==> config.mk <==
export PLATFORM = sky130hd
export DESIGN_NAME = rbc_regs
export DESIGN_NICKNAME = d
export VERILOG_FILES = /design/src/rtl/rbc_pkg.sv /design/src/rtl/rbc_regs.sv
export SDC_FILE = /design/constraint.sdc
export NUM_CORES = 1
export LEC_CHECK = 0
export ABC_AREA = 0
export BUFFER_PORTS_ARGS = -buffer_cell sky130_fd_sc_hd__buf_2
export CELL_PAD_IN_SITES_DETAIL_PLACEMENT = 1
export CELL_PAD_IN_SITES_GLOBAL_PLACEMENT = 1
export CORE_MARGIN = 1
export CORE_UTILIZATION = 43
export CTS_BUF_LIST = sky130_fd_sc_hd__clkbuf_8
export DETAILED_ROUTE_END_ITERATION = 10
export PLACE_DENSITY_LB_ADDON = 0.1
export RECOVER_POWER = 25
export SLEW_MARGIN = 5
export SYNTH_ARGS = -nofsm -noshare
export SYNTH_HDL_FRONTEND = slang
export SYNTH_SLANG_ARGS = --single-unit
==> constraint.sdc <==
create_clock -name clock_i -period 2.55 [get_ports clock_i]
set_clock_uncertainty 0.1 [all_clocks]
set_input_delay 0.255 -clock clock_i [delete_from_list [all_inputs] [get_ports clock_i]]
set_output_delay 0.255 -clock clock_i [all_outputs]
set_load 0.005 [all_outputs]
==> src/rtl/rbc_pkg.sv <==
// Constants, field layout and state types of the baseband control registers
package rbc_pkg;
  // ==========================================================
  // Register indexes (byte address is four times the index)
  localparam logic [9:0] IDX_SLEEP = 10'h035;
  localparam logic [9:0] IDX_RFMODE = 10'h036;
  localparam logic [9:0] IDX_CIPHER = 10'h037;
  localparam logic [9:0] IDX_RATE = 10'h038;
  localparam logic [9:0] IDX_POLAR = 10'h039;
  localparam logic [9:0] IDX_ASSESS = 10'h03A;
  localparam logic [9:0] IDX_PREAMBLE = 10'h03B;
  localparam logic [9:0] IDX_CSENSE = 10'h03C;
  localparam logic [9:0] IDX_STRENGTH = 10'h03E;
  localparam logic [9:0] IDX_ENERGY = 10'h03F;
  localparam logic [9:0] IDX_TICKSRC = 10'h207;
  localparam logic [9:0] IDX_TICKDIV = 10'h210;
  // ==========================================================
  // Field positions
  localparam int SLEEP_GO_BIT = 7;
  localparam int WAKE_HI_LSB = 3;
  localparam int RF_RST_BIT = 2;
  localparam int DEC_BIT = 7;
  localparam int ENC_BIT = 6;
  localparam int SUITE2_LSB = 3;
  localparam int SUITE1_LSB = 0;
  localparam int TURBO_BIT = 0;
  localparam int INV_BIT = 2;
  localparam int MODE_LSB = 6;
  localparam int ACST_LSB = 2;
  localparam int PVAL_LSB = 4;
  localparam int PDET_LSB = 1;
  localparam int CSL_LSB = 5;
  localparam int PCNT_LSB = 2;
  localparam int SS_BIT = 7;
  localparam int PP_BIT = 6;
  localparam int RDY_BIT = 0;
  localparam int SRC_LSB = 6;
  // ==========================================================
  // Reset values and encodings
  localparam logic [8:0] WAKE_RST = 9'h000;
  localparam logic [2:0] SUITE_NONE = 3'h0;
  localparam logic [1:0] MODE_RST = 2'h1;
  localparam logic [3:0] ACST_RST = 4'h2;
  localparam logic [3:0] PVAL_RST = 4'hD;
  localparam logic [2:0] PDET_RST = 3'h4;
  localparam logic [2:0] CSL_RST = 3'h4;
  localparam logic [2:0] PCNT_RST = 3'h7;
  localparam logic [7:0] ENERGY_RST = 8'h00;
  localparam logic [1:0] SRC_RST = 2'h0;
  localparam logic [4:0] DIV_RST = 5'h00;
  localparam logic [1:0] SRC_INT = 2'h2;
  localparam logic [1:0] SRC_EXT = 2'h1;
  localparam logic [1:0] MODE_ENERGY = 2'h2;
  localparam logic [1:0] MODE_CARRIER = 2'h1;
  localparam logic [1:0] MODE_BOTH = 2'h3;
  // ==========================================================
  // Timing
  localparam int CLK_HZ = 125_000_000;
  localparam int INT_HZ = 100_000;
  localparam int EXT_HZ = 32_000;
  localparam logic [11:0] INT_CYC = 12'(CLK_HZ / INT_HZ);
  localparam logic [11:0] EXT_CYC = 12'(CLK_HZ / EXT_HZ);
  typedef enum logic [1:0] {RBC_AWAKE, RBC_ASLEEP, RBC_WARMUP} rbc_sleep_t;
endpackage : rbc_pkg

==> src/rtl/rbc_regs.sv <==
// Baseband control register bank with APB slave, sleep timing and channel assessment
//
// Register access over APB was chosen for this implementation.
module rbc_regs
  import rbc_pkg::*;
(
  input wire logic clock_i,              // 125 MHz clock
  input wire logic nrst_i,               // Async reset, active low
  input wire logic psel_i,               // APB select
  input wire logic penable_i,            // APB enable
  input wire logic pwrite_i,             // APB direction
  input wire logic [11:0] paddr_i,       // APB byte address
  input wire logic [31:0] pwdata_i,      // APB write data
  output logic [31:0] prdata_o,          // APB read data
  output logic pready_o,                 // APB ready
  output logic pslverr_o,                // APB error, unmapped
  input wire logic wake_req_i,           // Wake pin, asynchronous
  output logic sleep_o,                  // Device asleep
  output logic osc_enable_o,             // Main oscillator on
  output logic osc_ready_o,              // Oscillator start-up done
  output logic rf_fsm_reset_o,           // RF state machine reset
  output logic decrypt_go_o,             // Decrypt request level
  output logic encrypt_go_o,             // Encrypt request level
  input wire logic cipher_done_i,        // Cipher operation finished
  output logic [2:0] slot1_tx_suite_o,   // Slot one suite
  output logic [2:0] slot2_tx_suite_o,   // Slot two suite
  output logic turbo_o,                  // Turbo rate selected
  input wire logic rx_sign_i,            // Received symbol sign
  output logic rx_sign_o,                // Sign after inversion
  output logic [3:0] preamble_valid_threshold_o,  // Preamble valid level
  output logic [2:0] preamble_detect_threshold_o, // Preamble detect level
  output logic [2:0] carrier_sense_level_o,       // Carrier sense level
  output logic [2:0] preamble_count_threshold_o,  // Preamble count
  output logic [3:0] assess_carrier_threshold_o,  // Assess carrier level
  input wire logic carrier_detect_i,     // Carrier detected
  input wire logic [7:0] strength_level_i, // In-band signal strength
  output logic channel_busy_o,           // Channel busy result
  output logic strength_start_o,         // Single-shot start pulse
  input wire logic strength_done_i,      // Measurement finished
  output logic strength_per_packet_o     // Per-packet measurement on
);

  // ==========================================================
  // Helpers
  function automatic logic hit(input logic [11:0] a, input logic [9:0] idx);
    hit = (a[11:2] == idx);
  endfunction : hit

  // ==========================================================
  // State
  logic [8:0] wake_count_r, wake_count_nxt;
  logic rf_reset_r, rf_reset_nxt;
  logic dec_r, dec_nxt, enc_r, enc_nxt;
  logic [2:0] suite1_r, suite1_nxt, suite2_r, suite2_nxt;
  logic turbo_r, turbo_nxt, invert_r, invert_nxt;
  logic [1:0] mode_r, mode_nxt;
  logic [3:0] acst_r, acst_nxt, pval_r, pval_nxt;
  logic [2:0] pdet_r, pdet_nxt, csl_r, csl_nxt, pcnt_r, pcnt_nxt;
  logic ss_r, ss_nxt, pp_r, pp_nxt, ready_r, ready_nxt;
  logic [7:0] energy_r, energy_nxt;
  logic [1:0] src_r, src_nxt;
  logic [4:0] div_r, div_nxt;
  logic [31:0] rdata_r, rdata_nxt;
  logic err_r, err_nxt;
  logic sign_r, sign_nxt, busy_r, busy_nxt;
  rbc_sleep_t st_r, st_nxt;
  logic [11:0] pre_r, pre_nxt;
  logic [4:0] dcnt_r, dcnt_nxt;
  logic [8:0] wcnt_r, wcnt_nxt;
  logic osc_rdy_r, osc_rdy_nxt;
  logic wake_s1_r, wake_s2_r;
  logic setup, wr, sleep_go, tick;
  logic [7:0] w;
  logic [11:0] period;

  assign setup = psel_i & ~penable_i;
  assign wr = psel_i & penable_i & pwrite_i;
  assign w = pwdata_i[7:0];
  assign pready_o = psel_i & penable_i;
  assign pslverr_o = pready_o & err_r;
  assign prdata_o = rdata_r;

  // ==========================================================
  // Read decode, latched in the setup cycle
  always_comb begin
    rdata_nxt = rdata_r;
    err_nxt = err_r;
    if (setup) begin
      rdata_nxt = '0;
      err_nxt = 1'b0;
      if (hit(paddr_i, IDX_SLEEP)) begin
        rdata_nxt[6:0] = wake_count_r[6:0];
      end else if (hit(paddr_i, IDX_RFMODE)) begin
        rdata_nxt[WAKE_HI_LSB +: 2] = wake_count_r[8:7];
        rdata_nxt[RF_RST_BIT] = rf_reset_r;
      end else if (hit(paddr_i, IDX_CIPHER)) begin
        rdata_nxt[DEC_BIT] = dec_r;
        rdata_nxt[ENC_BIT] = enc_r;
        rdata_nxt[SUITE2_LSB +: 3] = suite2_r;
        rdata_nxt[SUITE1_LSB +: 3] = suite1_r;
      end else if (hit(paddr_i, IDX_RATE)) begin
        rdata_nxt[TURBO_BIT] = turbo_r;
      end else if (hit(paddr_i, IDX_POLAR)) begin
        rdata_nxt[INV_BIT] = invert_r;
      end else if (hit(paddr_i, IDX_ASSESS)) begin
        rdata_nxt[MODE_LSB +: 2] = mode_r;
        rdata_nxt[ACST_LSB +: 4] = acst_r;
      end else if (hit(paddr_i, IDX_PREAMBLE)) begin
        rdata_nxt[PVAL_LSB +: 4] = pval_r;
        rdata_nxt[PDET_LSB +: 3] = pdet_r;
      end else if (hit(paddr_i, IDX_CSENSE)) begin
        rdata_nxt[CSL_LSB +: 3] = csl_r;
        rdata_nxt[PCNT_LSB +: 3] = pcnt_r;
      end else if (hit(paddr_i, IDX_STRENGTH)) begin
        rdata_nxt[PP_BIT] = pp_r;
        rdata_nxt[RDY_BIT] = ready_r;
      end else if (hit(paddr_i, IDX_ENERGY)) begin
        rdata_nxt[7:0] = energy_r;
      end else if (hit(paddr_i, IDX_TICKSRC)) begin
        rdata_nxt[SRC_LSB +: 2] = src_r;
      end else if (hit(paddr_i, IDX_TICKDIV)) begin
        rdata_nxt[4:0] = div_r;
      end else begin
        err_nxt = 1'b1;
      end
    end
  end

  // ==========================================================
  // Register writes and hardware updates
  always_comb begin
    wake_count_nxt = wake_count_r;
    rf_reset_nxt = rf_reset_r;
    dec_nxt = dec_r;
    enc_nxt = enc_r;
    suite1_nxt = suite1_r;
    suite2_nxt = suite2_r;
    turbo_nxt = turbo_r;
    invert_nxt = invert_r;
    mode_nxt = mode_r;
    acst_nxt = acst_r;
    pval_nxt = pval_r;
    pdet_nxt = pdet_r;
    csl_nxt = csl_r;
    pcnt_nxt = pcnt_r;
    pp_nxt = pp_r;
    energy_nxt = energy_r;
    src_nxt = src_r;
    div_nxt = div_r;
    sleep_go = 1'b0;
    // trigger lasts one cycle, then clears itself
    ss_nxt = 1'b0;
    ready_nxt = ready_r;
    if (cipher_done_i) begin
      dec_nxt = 1'b0;
      enc_nxt = 1'b0;
    end
    if (strength_done_i) begin
      ready_nxt = 1'b1;
    end
    if (wr) begin
      if (hit(paddr_i, IDX_SLEEP)) begin
        wake_count_nxt[6:0] = w[6:0];
        sleep_go = w[SLEEP_GO_BIT];
      end else if (hit(paddr_i, IDX_RFMODE)) begin
        wake_count_nxt[8:7] = w[WAKE_HI_LSB +: 2];
        rf_reset_nxt = w[RF_RST_BIT];
      end else if (hit(paddr_i, IDX_CIPHER)) begin
        // set wins over a same-cycle done
        if (w[DEC_BIT]) begin
          dec_nxt = 1'b1;
        end
        // set wins over a same-cycle done
        if (w[ENC_BIT]) begin
          enc_nxt = 1'b1;
        end
        suite2_nxt = w[SUITE2_LSB +: 3];
        suite1_nxt = w[SUITE1_LSB +: 3];
      end else if (hit(paddr_i, IDX_RATE)) begin
        turbo_nxt = w[TURBO_BIT];
      end else if (hit(paddr_i, IDX_POLAR)) begin
        invert_nxt = w[INV_BIT];
      end else if (hit(paddr_i, IDX_ASSESS)) begin
        mode_nxt = w[MODE_LSB +: 2];
        acst_nxt = w[ACST_LSB +: 4];
      end else if (hit(paddr_i, IDX_PREAMBLE)) begin
        pval_nxt = w[PVAL_LSB +: 4];
        pdet_nxt = w[PDET_LSB +: 3];
      end else if (hit(paddr_i, IDX_CSENSE)) begin
        csl_nxt = w[CSL_LSB +: 3];
        pcnt_nxt = w[PCNT_LSB +: 3];
      end else if (hit(paddr_i, IDX_STRENGTH)) begin
        pp_nxt = w[PP_BIT];
        if (w[SS_BIT]) begin
          ss_nxt = 1'b1;
          ready_nxt = 1'b0;
        end
      end else if (hit(paddr_i, IDX_ENERGY)) begin
        energy_nxt = w;
      end else if (hit(paddr_i, IDX_TICKSRC)) begin
        src_nxt = w[SRC_LSB +: 2];
      end else if (hit(paddr_i, IDX_TICKDIV)) begin
        div_nxt = w[4:0];
      end
    end
  end

  // ==========================================================
  // Sleep tick, wake timer and sleep state
  always_comb begin
    period = (src_r == SRC_EXT) ? EXT_CYC : INT_CYC;
    pre_nxt = pre_r;
    dcnt_nxt = dcnt_r;
    wcnt_nxt = wcnt_r;
    st_nxt = st_r;
    osc_rdy_nxt = osc_rdy_r;
    tick = 1'b0;
    if (st_r == RBC_AWAKE) begin
      pre_nxt = '0;
      dcnt_nxt = '0;
    end else if (pre_r >= period - 12'h001) begin
      pre_nxt = '0;
      if (dcnt_r >= div_r) begin
        dcnt_nxt = '0;
        tick = 1'b1;
      end else begin
        dcnt_nxt = dcnt_r + 5'h01;
      end
    end else begin
      pre_nxt = pre_r + 12'h001;
    end
    case (st_r)
      RBC_AWAKE: begin
        if (sleep_go) begin
          st_nxt = RBC_ASLEEP;
          osc_rdy_nxt = 1'b0;
        end
      end
      RBC_ASLEEP: begin
        if (wake_s2_r) begin
          st_nxt = RBC_WARMUP;
          wcnt_nxt = '0;
        end
      end
      RBC_WARMUP: begin
        if (wcnt_r >= wake_count_r) begin
          st_nxt = RBC_AWAKE;
          osc_rdy_nxt = 1'b1;
        end else if (tick) begin
          wcnt_nxt = wcnt_r + 9'h001;
        end
      end
      default: begin
        st_nxt = RBC_AWAKE;
      end
    endcase
  end

  // ==========================================================
  // Datapath outputs
  always_comb begin
    sign_nxt = rx_sign_i ^ invert_r;
    case (mode_r)
      MODE_ENERGY: busy_nxt = strength_level_i > energy_r;
      MODE_CARRIER: busy_nxt = carrier_detect_i;
      MODE_BOTH: busy_nxt = carrier_detect_i & (strength_level_i > energy_r);
      default: busy_nxt = 1'b0;
    endcase
  end

  // ==========================================================
  // Registers
  always_ff @(posedge clock_i or negedge nrst_i) begin
    if (!nrst_i) begin
      wake_count_r <= WAKE_RST;
      rf_reset_r <= 1'b0;
      dec_r <= 1'b0;
      enc_r <= 1'b0;
      suite1_r <= SUITE_NONE;
      suite2_r <= SUITE_NONE;
      turbo_r <= 1'b0;
      invert_r <= 1'b0;
      mode_r <= MODE_RST;
      acst_r <= ACST_RST;
      pval_r <= PVAL_RST;
      pdet_r <= PDET_RST;
      csl_r <= CSL_RST;
      pcnt_r <= PCNT_RST;
      ss_r <= 1'b0;
      pp_r <= 1'b0;
      ready_r <= 1'b1;
      energy_r <= ENERGY_RST;
      src_r <= SRC_RST;
      div_r <= DIV_RST;
      rdata_r <= '0;
      err_r <= 1'b0;
      sign_r <= 1'b0;
      busy_r <= 1'b0;
      st_r <= RBC_AWAKE;
      pre_r <= '0;
      dcnt_r <= '0;
      wcnt_r <= '0;
      osc_rdy_r <= 1'b1;
      wake_s1_r <= 1'b0;
      wake_s2_r <= 1'b0;
    end else begin
      wake_count_r <= wake_count_nxt;
      rf_reset_r <= rf_reset_nxt;
      dec_r <= dec_nxt;
      enc_r <= enc_nxt;
      suite1_r <= suite1_nxt;
      suite2_r <= suite2_nxt;
      turbo_r <= turbo_nxt;
      invert_r <= invert_nxt;
      mode_r <= mode_nxt;
      acst_r <= acst_nxt;
      pval_r <= pval_nxt;
      pdet_r <= pdet_nxt;
      csl_r <= csl_nxt;
      pcnt_r <= pcnt_nxt;
      ss_r <= ss_nxt;
      pp_r <= pp_nxt;
      ready_r <= ready_nxt;
      energy_r <= energy_nxt;
      src_r <= src_nxt;
      div_r <= div_nxt;
      rdata_r <= rdata_nxt;
      err_r <= err_nxt;
      sign_r <= sign_nxt;
      busy_r <= busy_nxt;
      st_r <= st_nxt;
      pre_r <= pre_nxt;
      dcnt_r <= dcnt_nxt;
      wcnt_r <= wcnt_nxt;
      osc_rdy_r <= osc_rdy_nxt;
      wake_s1_r <= wake_req_i;
      wake_s2_r <= wake_s1_r;
    end
  end

  // ==========================================================
  // Output drive
  assign sleep_o = (st_r == RBC_ASLEEP);
  assign osc_enable_o = (st_r != RBC_ASLEEP);
  assign osc_ready_o = osc_rdy_r;
  assign rf_fsm_reset_o = rf_reset_r;
  assign decrypt_go_o = dec_r;
  assign encrypt_go_o = enc_r;
  assign slot1_tx_suite_o = suite1_r;
  assign slot2_tx_suite_o = suite2_r;
  assign turbo_o = turbo_r;
  assign rx_sign_o = sign_r;
  assign preamble_valid_threshold_o = pval_r;
  assign preamble_detect_threshold_o = pdet_r;
  assign carrier_sense_level_o = csl_r;
  assign preamble_count_threshold_o = pcnt_r;
  assign assess_carrier_threshold_o = acst_r;
  assign channel_busy_o = busy_r;
  assign strength_start_o = ss_r;
  assign strength_per_packet_o = pp_r;

endmodule : rbc_regs

Word-level counts from Yosys, hierarchy flattened

Index checks and enable logic that the tools add are counted.

Memories: 0
ROM bits: 0
Memory bits (writable): 0
Bits in latches: 0
Input port bits: 62
Output and inout port bits: 68
Word-level logic and storage cells: 223
Bits in registers: 99

Bitwise operators: 18
Divide/modulo/power cells: 0
Shift-type cells: 0
Eq/ne operators: 24
$lt $le $gt $ge: 4
$mul: 0
Multiplexer cells: 122
$add $sub $neg: 4
Reduce and logical (&&, ||, !) cells: 19

Operators with widths:

| operator                                            | count |
|---|---|
| == test 10 x 6 -> 1 bit (second input constant)     | 10 |
| 2-to-1 mux 5 bit                                    | 18 |
| 2-to-1 mux 7 bit                                    | 10 |
| 2-to-1 mux 1 bit                                    | 62 |
| 2-to-1 mux 12 bit                                   | 3 |
| 2-to-1 mux 2 bit                                    | 17 |
| 2-to-1 mux 9 bit                                    | 3 |
| == test 10 bit (second input constant)              | 2 |
| case mux 9 bit (2 select lines)                     | 1 |
| AND reduction 13 bit                                | 1 |
| adder 12 x 1 -> 12 bit (second input constant)      | 1 |
| greater-or-equal comparator 12 bit                  | 1 |
| 2-to-1 mux 6 bit                                    | 2 |
| NOT 1 bit                                           | 12 |
| AND reduction 12 bit                                | 1 |
| subtractor 12 x 1 -> 12 bit (second input constant) | 1 |
| AND reduction 11 bit                                | 1 |
| AND reduction 10 bit                                | 1 |
| adder 9 x 1 -> 9 bit (second input constant)        | 1 |
| greater-or-equal comparator 9 bit                   | 1 |
| AND reduction 3 bit                                 | 3 |
| AND reduction 9 bit                                 | 1 |
| greater-than comparator 8 bit                       | 1 |
| 2-to-1 mux 8 bit                                    | 1 |
| 20 further kinds                                    | 36 |

Longest topological paths before layout

Depth after elaboration: 38
Depth in mapped cells: 9
Depth with buffers taken out: 9

Worst setup path after synthesis

Ideal clock, no wire load.

Path kind: register to register
Start: reg wcnt_r[6]
End: reg wcnt_r[3]
Period minus slack after synthesis: 2.231 ns
Buffers on the path: 1
Arrival: 2.001 ns
Stages on the path, launching flop included: 9
Library setup time: 0.129 ns
Setup slack: 0.319 ns
Required time: 2.321 ns
Path through: dfrtp_1 ha_1 a21o_1 a221o_1 a32oi_1 buf_2 nand4b_2 o211ai_1 o31ai_1

Cells in the longest elaborated chain, start to end: 3

RTL lines:

| what                                 | RTL line        | text |
|---|---|---|
| start, declared                      | rbc_regs.sv:69  | `logic [8:0] wcnt_r, wcnt_nxt;` |
| start signal, assigned               | rbc_regs.sv:334 | `wcnt_r <= wcnt_nxt;` |
| greater-or-equal comparator 9 bit    | rbc_regs.sv:246 | `if (wcnt_r >= wake_count_r) begin` |
| != test 2 bit (no source line)       | --              |  |
| AND reduction 4 bit (no source line) | --              |  |

No other way between the ends.
A chain may end at the register's enable or synchronous reset.

Final worst setup path

Start: reg wcnt_r[4]
End: reg wcnt_r[6]

Cells in the longest elaborated chain, start to end: 4
Elaborated cells on any way between the ends: 7
Those cells by class: 1 x add/sub; 1 x order compare; 1 x eq/ne; 3 x mux; 1 x reduce/logical

RTL lines:

| what                            | RTL line        | text |
|---|---|---|
| adder 9 x 1 -> 9 bit            | rbc_regs.sv:250 | `wcnt_nxt = wcnt_r + 9'h001;` |
| 2-to-1 mux 9 bit                | rbc_regs.sv:249 | `end else if (tick) begin` |
| 2-to-1 mux 9 bit                | rbc_regs.sv:246 |  |
| case mux 9 bit (2 select lines) | rbc_regs.sv:232 | `case (st_r)` |

Parallel ways exist; a longest one is shown, timed or not. The select of a mux whose other input is x is not followed.

==> out/results.txt <==
The source of the worst register-to-register timing path is wcnt_r[4]. Buffers placed on the I/O ports in this run total 79. The worst min-delay path class was in -> reg. TritonCTS built the clock tree. The share of the Yosys chip area taken by registers is 42.8%. The average instance area after synthesis was 10.3 µm². Across every metal layer, demand over resource in global routing totals 25.2%. The async set or reset register ratio after synthesis works out to 100%. For the total placed cells including tap cells, the log shows 819. For the post-DP HPWL, the log shows 12.7 mm. Once layout is done, the placed cells without fillers occupy 0.00675 mm². Required time reported for the critical path endpoint: 2.72 ns. The number of antenna violations at the first check in global routing is 0. Worst-case reg-to-reg path depth: 8.

The portion of the clock cycle consumed by the worst path in the final layout works out to 97.2%. Yosys printed 0 warnings. The hold violation total from the final report was 0; the number of distinct library cells after synthesis was 67.

The tools report the capturing point of the worst reg2reg path as wcnt_r[6]. For the number of antenna-violating nets in the routed design, the log shows 0. The tools report the I/O pin count as 130. Summed over all cells, the static leakage comes to 3.27 nW.

The average via count per standard cell works out to 5.67. The clock drives 99 sinks. The number of synthesized flops with an enable pin is 0. Synthesis produced 564 cells. The number of max-slew violations in the final report was 0. The startpoint of the lowest-slack hold path is pwdata_i[1]. The longest clock path from root to sink contains 2 buffers. Overall power of the completed layout: 0.00293 W. The total overflow left after global routing is 0. The flow ran to the end, and the final reports show no timing, DRC or antenna violations. Number of design-rule violations left by the first detailed-router iteration: 271. Critical path launch point type: a flip-flop. Power spread over the standard cell area amounts to 434 mW/mm². After clock tree synthesis, the clock-pin slew on the worst setup and hold paths is 0.10 ns. The maximum level of the CTS H-tree is 3. The final setup TNS came out at 0 ns.

The logs give 0.38 ns for the source-to-sink clock delay at the later pin of the worst-skew pair and 0 for the number of violations of the max-capacitance limit. The congestion estimate from routability-driven global placement came to 0.853. Setup slack on the worst reg-to-reg path comes out at 0.07 ns.

The number of buffers created by CTS came out at 9. The worst pin sits at a relative slew slack of 39.8%. Kind of critical path: reg -> reg. For this run, the detailed router's first-pass iteration total came to 5. Transition at the pin with the smallest max-transition slack: 0.903 ns.

Derived from the worst setup path, the maximum achievable clock frequency is 404 MHz. The maximum net fanout on the critical path came out at 5. The depth of the worst hold-timing path came out at 2. The final core area utilization is 51.0%, and the arrival time at the worst endpoint is 2.65 ns. The post-layout instance count excluding filler cells came out at 851. The clock period could shrink to 2.48 ns.

From left edge to right edge, the die measures 118 µm. The area growth from synthesis to layout is 15.9%. 0 antenna diodes ended up in the layout. For the die footprint, the log shows 0.0140 mm². The post-synthesis register bit count is 99. The total wirelength of the detailed-routed design was 17.1 mm. The wire length of the first global-routing pass was 27.2 mm. The floorplan core area came out at 0.0132 mm². CTS placed an instance of clkbuf_8 at the clock tree root.

Setup violations remaining at the end of the flow were counted as 0. The number of global-route vias before repair was 4,934. The placed instances occupy a cell area of 0.00639 mm². The detailed router placed 4,822 vias in this run. IR analysis of the VDD net gives a maximum drop of 0.000238 V. In the synthesized netlist the dominant register cell turns out to be dfrtp_1. The largest net degree at the start of global routing is 63, and the number of nets in the final layout is 764. For the synthesized cell area, the log shows 0.00583 mm².

The site row count is 42. The tools report the endpoint with the worst hold slack as wake_count_r[1]. The fraction of layout cells with a size suffix above 1 came out at 30.4%. The number of DRC violations after detailed routing was 0; the average detailed-routed wire length per instance was 20.1 µm.

The tools report the critical path capture point type as a flip-flop. The effective utilization at floorplan was 44.0%. The height of the chip is 118 µm.
worst max-delay path by stage:
stage / from / end / slack [ns] / depth (start not counted)
global placement: src_r[1] / wcnt_r[6] / 0.16 / 8
global route: wake_count_r[7] / wcnt_r[8] / -0.02 / 9
finish: wcnt_r[4] / wcnt_r[6] / 0.07 / 8
floorplan: wcnt_r[6] / wcnt_r[3] / 0.32 / 8
CTS: wake_count_r[6] / wcnt_r[8] / 0.03 / 9
detailed placement: wcnt_r[7] / wcnt_r[8] / 0.06 / 8
what timing repair did:
| action | in CTS | in global routing |
|---|---|---|
| hold buffers | 5 | 0 |
| setup endpoints to repair | 0 | 20 |
| gates resized for setup | 0 | 9 |
| endpoints found under the hold margin | 36 | 0 |
| setup buffers | 0 | 10 |
area by class of cell:
| cell class | count | area (µm²) |
|---|---|---|
| clock inverters | 7 | 85.1 |
| clock buffers | 9 | 124 |
| fillers | 1570 | 6490 |
| well taps | 176 | 220 |
| flip-flops and latches | 99 | 2490 |
| repair buffers | 110 | 638 |
| inverters | 41 | 154 |
| multi-input cells | 409 | 3040 |
cells in the final DEF, fill, tap and decap left out, types with 3 or more instances in the layout:
master         instances
a222oi_1               4
nand2_1               29
dfrtp_1               86
nor4_1                 4
mux2i_1                6
a22o_1                 3
o22ai_1                7
dfstp_2               12
ha_1                  32
buf_4                 23
nor2_1                35
o211ai_1               7
buf_2                 76
a221oi_1               5
a31oi_1                4
nor3_2                 5
clkbuf_1               3
xor2_1                10
o21ai_1                5
o21ai_0               20
dlygate4sd3_1          5
nand2b_1              10
mux2_4                 7
and3_1                19
inv_1                 43
and4_1                 6
mux2_2                41
nand2_2                5
a21o_1                 4
clkbuf_8               9
nor2b_1               11
nand4_1                5
o21a_1                 3
nand3_1               18
a21oi_1               26
a32oi_1                4
conb_1                24
worst max-delay path, stage by stage, from the launching register on:
cell,delay [ns]
dfrtp_1,0.45
ha_1,0.31
a21o_1,0.18
a221o_1,0.33
a32oi_2,0.23
buf_4,0.19
and3_1,0.20
o22ai_1,0.09
a211o_1,0.29
synth_stat cells (all sizes together) (8+ instances only):
| cell type | number | area (µm²) |
|---|---|---|
| a21oi | 26 | 130 |
| and3 | 20 | 126 |
| buf | 34 | 245 |
| dfrtp | 87 | 2180 |
| dfstp | 12 | 315 |
| ha | 32 | 400 |
| inv | 41 | 154 |
| mux2 | 48 | 567 |
| nand2 | 35 | 151 |
| nand2b | 11 | 76.3 |
| nand3 | 19 | 95.1 |
| nor2 | 38 | 150 |
| nor2b | 11 | 68.8 |
| nor3 | 8 | 71.3 |
| o21ai | 25 | 125 |
| xor2 | 10 | 87.6 |
stage by stage:
step | hold WS (ns) | setup slack, ns
2_1_floorplan | -0.141 | 0.319
3_3_place_gp | 0.147 | 0.163
3_5_place_dp | 0.142 | 0.0603
4_1_cts | 0.0858 | 0.0314
5_1_grt | 0.113 | -0.0195
6_report | 0.0909 | 0.0721
flip-flops by register name, summed over array words and instances (netlist names), 2 cells and up:
signal	cells
slot2_tx_suite_o	3
slot1_tx_suite_o	3
pre_r	12
preamble_detect_threshold_o	3
wake_count_r	9
st_r	2
mode_r	2
wcnt_r	9
src_r	2
carrier_sense_level_o	3
prdata_o	8
preamble_count_threshold_o	3
div_r	5
dcnt_r	5
preamble_valid_threshold_o	4
energy_r	8
assess_carrier_threshold_o	4
power by group:
part	total (W)	internal, W	switching (W)
clock network	0.00111	0.000543	0.000568
logic	0.000225	0.0000799	0.000145
registers	0.00160	0.00159	0.0000112
total	0.00293	0.00221	0.000725
layer usage:
| metal | routed length [µm] | track usage [%] | vias up |
|---|---|---|---|
| li1 | - | - | 2215 |
| met1 | 7920 | 34.5 | 2454 |
| met2 | 8220 | 41.5 | 140 |
| met3 | 741 | 3.47 | 13 |
| met4 | 184 | 7.75 | 0 |
| met5 | 0 | 0 | - |
logic make-up (layout without fill, tap and decap cells):
group / after synthesis / after routing / share of synthesized area [%]
AO/OA/AOI/OAI: 110 / 110 / 12.6
XOR/XNOR: 12 / 12 / 1.80
adder cells (fa/ha/maj): 32 / 32 / 6.87
buffers and inverters: 79 / 167 / 7.11
flip-flops: 99 / 99 / 42.8
multiplexers: 54 / 54 / 10.8
other: 1 / 24 / 0.0644
AND/OR/NAND/NOR: 177 / 177 / 18.0
Power figures use the tool's default switching activity.
